## src/verilog/mies_map.svh

```systemverilog
// named constants for the instruction subset executor
// assumes inclusion by bare name from any design file that needs them
`ifndef MIES_MAP_SVH
`define MIES_MAP_SVH

`define MIES_PC_W          10
`define MIES_PC_LOW_W      9
`define MIES_PC_HIGH_BIT   9
`define MIES_PCHB_JUMP_BIT 1
`define MIES_PC_STEP       10'h001
`define MIES_PC_RESET      10'h000
`define MIES_ADDR_RESET    6'h00
`define MIES_ACC_RESET     8'h00
`define MIES_CARRY_RESET   1'b0
`define MIES_GIE_RESET     1'b0
`define MIES_DEC_STEP      8'h01
`define MIES_ZERO_BYTE     8'h00
`define MIES_DEST_ACC      1'b0
`define MIES_DEST_REG      1'b1
`define MIES_NIBBLE_MAX    4'h9
`define MIES_LOW_FIX       8'h06
`define MIES_HIGH_FIX      8'h60

`endif

```

## src/verilog/mies_pkg.sv

```systemverilog
// types shared by the instruction subset executor
// assumes nothing beyond the core clock domain
package mies_pkg;

    typedef enum logic [2:0] {
        no_op,
        decimal_adjust_op,
        decrement_skip_zero_op,
        interrupt_disable_op,
        interrupt_enable_op,
        direct_jump_op
    } mies_op_e;

    typedef enum logic {
        st_exec,
        st_flush
    } mies_state_e;

endpackage

```

## src/verilog/mies_daa.sv

```systemverilog
// decimal adjust of a binary sum into two packed decimal digits
// assumes carry and half carry come from the addition just before
`timescale 1ns/10ps
`include "mies_map.svh"

module mies_daa
    import mies_pkg::*;
(
    input  wire logic [7:0] sum_in,
    input  wire logic       carry_in,
    input  wire logic       half_carry_in,
    output logic      [7:0] result,
    output logic            carry_out
);

    logic [7:0] fix;
    logic       low_fix;
    logic       high_fix;

    always_comb begin
        low_fix  = half_carry_in || (sum_in[3:0] > `MIES_NIBBLE_MAX);
        // high digit also needs fixing when it is 9 and the low digit is being fixed
        high_fix = carry_in || (sum_in[7:4] > `MIES_NIBBLE_MAX)
                   || ((sum_in[7:4] == `MIES_NIBBLE_MAX) && low_fix);
        fix = `MIES_ZERO_BYTE;
        if (low_fix) begin
            fix = fix | `MIES_LOW_FIX;
        end
        if (high_fix) begin
            fix = fix | `MIES_HIGH_FIX;
        end
        result    = sum_in + fix;
        carry_out = high_fix;
    end

endmodule

```

## src/verilog/mies_exec.sv

```systemverilog
// executor for decimal adjust, decrement-skip, interrupt on/off, direct jump
// assumes register file reads reg_rdata combinationally from op_reg_addr
// and the core supplies the last addition's carry and half carry
`timescale 1ns/10ps
`include "mies_map.svh"

// Overview of operation
// RL1: decimal adjust accumulator, update only carry
// RL2: program puts adjust right after addition
// RL3: program disables interrupts around add and adjust
// RL4: decrement register, result to accumulator or register
// RL5: zero result discards prefetched instruction, runs nop
// RL6: decrement-skip takes one cycle, two on skip
// RL7: interrupt disable clears global interrupt enable
// RL8: direct jump loads nine-bit target into pc
// RL9: direct jump copies high buffer bit 1 to pc
// RL10: interrupt enable sets global interrupt enable
// RL11: adjust, disable one cycle; jump two cycles
module mies_exec
    import mies_pkg::*;
(
    input  wire logic                  clock,
    input  wire logic                  rst_b,
    input  wire logic                  op_valid,
    input  wire mies_op_e              op_code,
    input  wire logic [5:0]            op_reg_addr,
    input  wire logic                  op_dest,
    input  wire logic [8:0]            op_target,
    input  wire logic [7:0]            reg_rdata,
    input  wire logic                  add_carry,
    input  wire logic                  add_half_carry,
    input  wire logic [1:0]            program_counter_high_buffer,
    output logic                       op_ready,
    output logic                       discard_fetch,
    output logic      [5:0]            reg_addr,
    output logic      [7:0]            reg_wdata,
    output logic                       reg_we,
    output logic      [7:0]            accumulator,
    output logic                       carry_flag,
    output logic                       global_interrupt_enable,
    output logic      [`MIES_PC_W-1:0] program_counter
);

    mies_state_e           state_r;
    mies_state_e           state_nxt;
    logic                  skip_flush_r;
    logic                  skip_flush_nxt;
    logic [7:0]            acc_r;
    logic [7:0]            acc_nxt;
    logic                  carry_r;
    logic                  carry_nxt;
    logic                  gie_r;
    logic                  gie_nxt;
    logic [`MIES_PC_W-1:0] pc_r;
    logic [`MIES_PC_W-1:0] pc_nxt;
    logic [5:0]            waddr_r;
    logic [5:0]            waddr_nxt;
    logic [7:0]            wdata_r;
    logic [7:0]            wdata_nxt;
    logic                  we_r;
    logic                  we_nxt;
    logic [7:0]            daa_result;
    logic                  daa_carry;
    logic [7:0]            dec_value;
    logic                  take;

    mies_daa u_daa (
        .sum_in        (acc_r),
        .carry_in      (add_carry),
        .half_carry_in (add_half_carry),
        .result        (daa_result),
        .carry_out     (daa_carry)
    );

    assign op_ready                = (state_r == st_exec);
    assign discard_fetch           = (state_r == st_flush);
    assign take                    = op_valid && op_ready;
    assign dec_value               = reg_rdata - `MIES_DEC_STEP;
    assign accumulator             = acc_r;
    assign carry_flag              = carry_r;
    assign global_interrupt_enable = gie_r;
    assign program_counter         = pc_r;
    assign reg_addr                = waddr_r;
    assign reg_wdata               = wdata_r;
    assign reg_we                  = we_r;

    always_comb begin
        state_nxt      = st_exec;
        skip_flush_nxt = 1'b0;
        acc_nxt        = acc_r;
        carry_nxt      = carry_r;
        gie_nxt        = gie_r;
        pc_nxt         = pc_r;
        waddr_nxt      = waddr_r;
        wdata_nxt      = wdata_r;
        we_nxt         = 1'b0;
        if (state_r == st_flush) begin
            // a skipped slot still advances past the discarded instruction
            if (skip_flush_r) begin
                pc_nxt = pc_r + `MIES_PC_STEP; // RL5
            end
        end else if (take) begin
            pc_nxt = pc_r + `MIES_PC_STEP;
            unique case (op_code)
                no_op: begin
                end
                decimal_adjust_op: begin
                    acc_nxt   = daa_result; // RL1
                    carry_nxt = daa_carry; // RL1
                end
                decrement_skip_zero_op: begin
                    if (op_dest == `MIES_DEST_ACC) begin
                        acc_nxt = dec_value; // RL4
                    end else begin
                        waddr_nxt = op_reg_addr; // RL4
                        wdata_nxt = dec_value; // RL4
                        we_nxt    = 1'b1; // RL4
                    end
                    if (dec_value == `MIES_ZERO_BYTE) begin
                        state_nxt      = st_flush; // RL6
                        skip_flush_nxt = 1'b1; // RL5
                    end
                end
                interrupt_disable_op: begin
                    gie_nxt = 1'b0; // RL7
                end
                interrupt_enable_op: begin
                    gie_nxt = 1'b1; // RL10
                end
                direct_jump_op: begin
                    pc_nxt = {program_counter_high_buffer[`MIES_PCHB_JUMP_BIT], // RL9
                              op_target}; // RL8
                    state_nxt = st_flush; // RL11
                end
            endcase
        end
    end

    always_ff @(posedge clock or negedge rst_b) begin
        if (!rst_b) begin
            state_r      <= st_exec;
            skip_flush_r <= 1'b0;
            acc_r        <= `MIES_ACC_RESET;
            carry_r      <= `MIES_CARRY_RESET;
            gie_r        <= `MIES_GIE_RESET;
            pc_r         <= `MIES_PC_RESET;
            waddr_r      <= `MIES_ADDR_RESET;
            wdata_r      <= `MIES_ZERO_BYTE;
            we_r         <= 1'b0;
        end else begin
            state_r      <= state_nxt;
            skip_flush_r <= skip_flush_nxt;
            acc_r        <= acc_nxt;
            carry_r      <= carry_nxt;
            gie_r        <= gie_nxt;
            pc_r         <= pc_nxt;
            waddr_r      <= waddr_nxt;
            wdata_r      <= wdata_nxt;
            we_r         <= we_nxt;
        end
    end
endmodule

```

## config.mk

```make
export PLATFORM = sky130hd
export DESIGN_NAME = mies_exec
export DESIGN_NICKNAME = d
export VERILOG_FILES = /design/src/verilog/mies_pkg.sv /design/src/verilog/mies_daa.sv /design/src/verilog/mies_exec.sv
export VERILOG_INCLUDE_DIRS = /design/src /design/src/verilog
export SDC_FILE = /design/constraint.sdc
export NUM_CORES = 1
export LEC_CHECK = 0
export ABC_CLOCK_PERIOD_IN_PS = 2600
export BUFFER_PORTS_ARGS = -buffer_cell sky130_fd_sc_hd__buf_2
export CAP_MARGIN = 10
export CELL_PAD_IN_SITES_DETAIL_PLACEMENT = 1
export CELL_PAD_IN_SITES_GLOBAL_PLACEMENT = 2
export CORE_UTILIZATION = 29
export DETAILED_ROUTE_END_ITERATION = 7
export PLACE_DENSITY_LB_ADDON = 0.1
export SLEW_MARGIN = 30
export SYNTH_ARGS = -nofsm -noshare
export SYNTH_HDL_FRONTEND = slang
export SYNTH_SLANG_ARGS = --single-unit
```

## constraint.sdc

```tcl
create_clock -name clock -period 2.6 [get_ports clock]
set_input_delay 0.39 -clock clock [delete_from_list [all_inputs] [get_ports clock]]
set_output_delay 0.39 -clock clock [all_outputs]
set_load 0.005 [all_outputs]
```

# Yosys cells after proc, flatten, opt, wreduce, memory -nomap -nowiden

Cells that the tools add are included.

Register bits: 37
Output and inout bits: 37

$add $sub $neg: 3
Magnitude comparators: 2
Equality and inequality tests: 8
Multiplexer cells: 20
Bitwise logic cells: 1
Reduce and logical (&&, ||, !) cells: 14

Operator list:

| operator                                                           | number |
|---|---|
| 10-bit two-way mux                                                 | 4 |
| 8-bit one-hot mux with 2 select lines                              | 1 |
| 10-bit by 1-bit adder with 10-bit output, second input constant    | 1 |
| 1-bit two-way mux                                                  | 10 |
| 8-bit adder                                                        | 1 |
| 4-bit > comparator, second input constant                          | 2 |
| 8-bit logical NOT                                                  | 1 |
| 8-bit two-way mux                                                  | 1 |
| 4-bit AND reduction                                                | 2 |
| 8-bit by 1-bit subtractor with 8-bit output, second input constant | 1 |
| 7-bit two-way mux                                                  | 1 |
| 3-bit by 2-bit == test with 1-bit output, second input constant    | 2 |
| 3-bit == test, second input constant                               | 2 |
| 3-bit AND reduction                                                | 2 |
| 2-bit nonzero test                                                 | 3 |
| 4-bit == test, second input constant                               | 1 |
| 1-bit one-hot mux with 2 select lines                              | 2 |
| 3-bit by 1-bit == test with 1-bit output, second input constant    | 1 |
| 1-bit logical OR                                                   | 3 |
| 3-bit two-way mux                                                  | 1 |
| 1-bit logical AND                                                  | 2 |
| 2-bit by 1-bit != test with 1-bit output, second input constant    | 1 |
| 2-bit != test, second input constant                               | 1 |
| 2-bit AND reduction                                                | 1 |
| 1-bit inverter                                                     | 1 |

# Longest topological paths before layout

Word-level depth: 7
Depth in mapped cells: 10
Mapped depth without buffers: 10

# By module

Synthesis repeated with hierarchy kept, for this count alone.

Cell total of the unflattened synthesis: 232
Area, all modules: 2194.6 um2

Modules (own cells, without submodules):

| module    | times used | cells an instance | area an instance (um2) |
|---|---|---|---|
| mies_exec | 1          | 211               | 1989.4 |
| mies_daa  | 1          | 21                | 205.2 |

# Least setup slack after synthesis

OpenSTA, ideal clock, no wires.

Kind: reg2reg
Start: reg acc_r[2] (netlist: accumulator[2])
End: reg acc_r[7] (netlist: accumulator[7])
Data arrival time: 2.288 ns
Required time: 2.479 ns
Slack: 0.190 ns
Cell stages (with the launch flop): 10
Path buffers: 0
Path through: dfrtp_1 o21ai_1 nand2b_1 a2111oi_1 nor2_1 ha_1 and3_1 a221oi_1 a21oi_1 o22a_1

Longest elaborated chain between the ends: 7
Elaborated cells on any way between the ends: 8
Classes of those cells: add/sub (1); order compare (1); mux (3); reduce/logical (3)

RTL lines:

| item                                  | line             | RTL |
|---|---|---|
| start: declaration                    | mies_exec.sv:48  | `logic [7:0] acc_r;` |
| start signal: assignment              | mies_exec.sv:143 | `` acc_r <= `MIES_ACC_RESET; `` |
| start signal: assignment              | mies_exec.sv:153 | `acc_r <= acc_nxt;` |
| 4-bit > comparator (no line)          | --               |  |
| 1-bit logical OR                      | mies_daa.sv:21   | `` low_fix = half_carry_in \|\| (sum_in[3:0] > `MIES_NIBBLE_MAX); `` |
| 1-bit logical AND                     | mies_daa.sv:24   | `` \|\| ((sum_in[7:4] == `MIES_NIBBLE_MAX) && low_fix); `` |
| 1-bit logical OR                      | mies_daa.sv:23   | `` high_fix = carry_in \|\| (sum_in[7:4] > `MIES_NIBBLE_MAX) `` |
| via daa_carry                         | mies_exec.sv:63  | `logic daa_carry;` |
| 7-bit two-way mux                     | mies_daa.sv:29   | `if (high_fix) begin` |
| 8-bit adder                           | mies_daa.sv:32   | `result = sum_in + fix;` |
| 8-bit one-hot mux with 2 select lines | mies_exec.sv:104 | `unique case (op_code)` |

The timed path passes the listed nets, and every way through them passes these cells.
A chain may end at the register's enable or synchronous reset.

# Worst setup path in the final report

Same ends and word-level chain as after synthesis.

==> impl_results.md <==
- Status: finished, final reports clean
- Internal: between 1.5 and 2 mW
- Starting Density: between 30 and 40%
- Synth top cells by count: nand2_1 (54), dfrtp_1 (37), a21oi_1 (23)
- FMAX: 408.7 MHz
- CP Data Required Time: 2.78 ns
- Most common cell in the netlist: nand2_1
- Total gr overflow: 0
- DIE HEIGHT: 87.82 microns
- Final Net Count: 357
- Via density: 4.701
- VDD IR max: between 0.2 and 0.25 mV
- Port bufs: 69
- Die width: slightly below 90 microns
- Psw: 912.6 uW
- Worst setup EP type: flip-flop
- Die area: 7712 sq um
- First-pass GRT wire length: 9.653 mm
- Async set or reset register ratio after synthesis: 100.0%
- Area growth syn-to-layout: 27.12%
- Clk sinks: 37
- Detailed Place HPWL: 4.402 mm
- Post-synth EDFFs: 0
- DP Area: 2600 sq um
- Final Power: between 2 and 2.5 mW
- Total track usage: 16.44%
- Synthesis-stage register bit count: 37
- Crit path largest cell delay: 0.42 ns
- Register area share after synthesis: 43.35%
- Switching share of power: 37.55%
- Worst-path clk slew: 0.08 ns
- Post-synth top flop: dfrtp_1
- Worst skew pair latency: 0.29 ns
- Syn nets: around 280
- Largest cells by area after synthesis: dfrtp_1 (43%), nand2_1 (9.5%), a21oi_1 (5.4%)
- Rel. slew slack: about two thirds
- Finished Core Util: about two fifths
- Final hold vios: 0
- Finished layout cell area: 2715 sq um
- Comb power frac: 43.0%
- Initial DRT Pass Iterations: 4
- CORE AREA: roughly 6900 sq um
- PD cells: 895.3 nW/um^2
- Period utilization: 94.10%
- CP arrival: 2.63 ns
- Worst-Margin Slew: 0.5074 ns
- Max Slew Vio Count: 0
- Final setup viols: 0
- Post-Syn Area: 2136 sq um
- Leakage power total: 1.319 nW
- MaxCap Viol Count: 0
- Drc violations: 0
- Skew final: 0.007093 ns
- Detailed Route WL: 6.005 mm
- Largest net degree at the start of global routing: 38
- Mean Syn Cell Area: 9.012 sq um
- Placer Congestion: around 0.73
- Vias: 1937
- Worst Hold Class: input pin to asynchronous set/reset pin
- CP Class: flip-flop to flip-flop
- Antenna-violating nets left: 0
- H-tree Lvls: 2
- Clock power share: 18.9%
- Initial antenna violation count: 0
- Cell chain of the critical path: o21ai_1 > nand2b_1 > a2111oi_2 > nor2_1 > ha_1 > and3_1 > a221oi_2 > a21oi_1 > o22a_1
- I/O pin cnt: 71
- Share of cells above drive strength 1: 32.59%
- Max Root-Sink Buffers: 2
- Reg power frac: a little under two fifths
- CTS buffer count: 5
- Rows: 30
- Post-synth top area cell: dfrtp_1
- Root buf cell: clkbuf_8
- WL/cell: 14.58 microns
- YS warnings: 0
- Netlist cell types: a little under 50
- Initial drt markers: 62
- Critical path fanouts, max: 2
- Post-Syn Instances: 237
- CTS tree: done
- Setup bufs post-CTS: 0
- Final min period: around 2.4 ns
- Vias in the first global route: 1954
- Antenna cells: 0
- Critical path's slowest cell: a2111oi_2
- Crit path launch type: flip-flop
- Post-synth top area share: 43.35%
[worst max-delay path: cells and delay by family, from the launching register on]
| family | cells | cell delay, ns |
|---|---|---|
| compound gates | 5 | 1.17 |
| flops | 1 | 0.38 |
| fa+ha+maj | 1 | 0.31 |
| simple gates | 3 | 0.46 |
[final timing paths]
| kind | from | endpoint | slack, ns | depth (start not counted) |
|---|---|---|---|---|
| worst max-delay path | accumulator[2]$_DFFE_PN0P_ | accumulator[7]$_DFFE_PN0P_ | 0.15 | 9 |
| worst min-delay path | rst_b | global_interrupt_enable$_DFFE_PN0P_ | 0.05 | 1 |
| worst max register to register | accumulator[2]$_DFFE_PN0P_ | accumulator[7]$_DFFE_PN0P_ | 0.15 | 9 |
| worst min register to register | reg_wdata[6]$_DFFE_PN0P_ | reg_wdata[6]$_DFFE_PN0P_ | 0.47 | 2 |
| max in group asynchronous | rst_b | program_counter[6]$_DFFE_PN0P_ | 2.18 | 1 |
| min in group clock | op_reg_addr[2] | reg_addr[2]$_DFFE_PN0P_ | 0.29 | 3 |
[placed cells by master, fill, tap and decap left out, types with 4 or more instances in the layout]
cell type	instances
buf_2	68
nand2_1	54
dfrtp_1	37
a21oi_1	23
nor2_1	16
o21ai_1	14
buf_4	10
inv_1	8
ha_1	7
clkbuf_8	7
nand3_1	6
nor3_1	5
o22ai_1	5
nand2b_1	4
xnor2_1	4
[registers in the layout, indices dropped and copies added (netlist names)]
name and count:
carry_flag 1, global_interrupt_enable 1, discard_fetch 1, reg_wdata 8, program_counter 10, accumulator 8, skip_flush_r 1, reg_addr 6
reg_we 1
[routing by layer]
metal	routed length, microns	vias up	track usage, %
met5	0	-	0
met4	35	0	4.471
met3	278	4	4.524
met2	2726	46	25.30
met1	2964	905	22.67
li1	-	982	-
[power groups by stage]
stage	Sequential (mW)	Combinational, mW	Clock (mW)
global placement	0.930	1.01	0
global route	0.958	1.20	0.510
finish	0.925	1.05	0.460
detailed placement	0.935	1.03	0
floorplan	0.935	0.551	0
CTS	0.925	1.04	0.484
[cell families after synthesis]
logic type,Yosys count,synth area share (%)
flops,37,43.35
xor+xnor,8,3.632
mux,2,0.9374
fa+ha+maj,8,5.038
buf+inv,16,4.803
simple gates,105,24.43
compound gates,61,17.81
[per-stage QoR]
stage	TNS (ns)	hold slack [ns]	instances	worst slack, ns
final	0	0.04805	412	0.1535
after floorplan	0	0.09441	237	0.1904
after CTS	0	0.2521	412	0.03380
after global placement	0	0.4568	404	0.05112
after detailed placement	0	0.4648	404	0.02957
after global routing	-0.03897	0.09391	412	-0.03897
[cell type report]
class                   count  area [sq um]
fillers                   839          4229
multi-input cells         184          1119
flip-flops and latches     37         925.9
repair buffers             78         415.4
well taps                  96         120.1
clock buffers               7         96.34
inverters                   9         33.78
clock inverters             1         5.005
[what timing repair did]
action,CTS,global route
endpoints found under the setup margin,0,1
hold buffers,0,0
gates resized for setup,0,2
(Power assumes the default switching activity.)
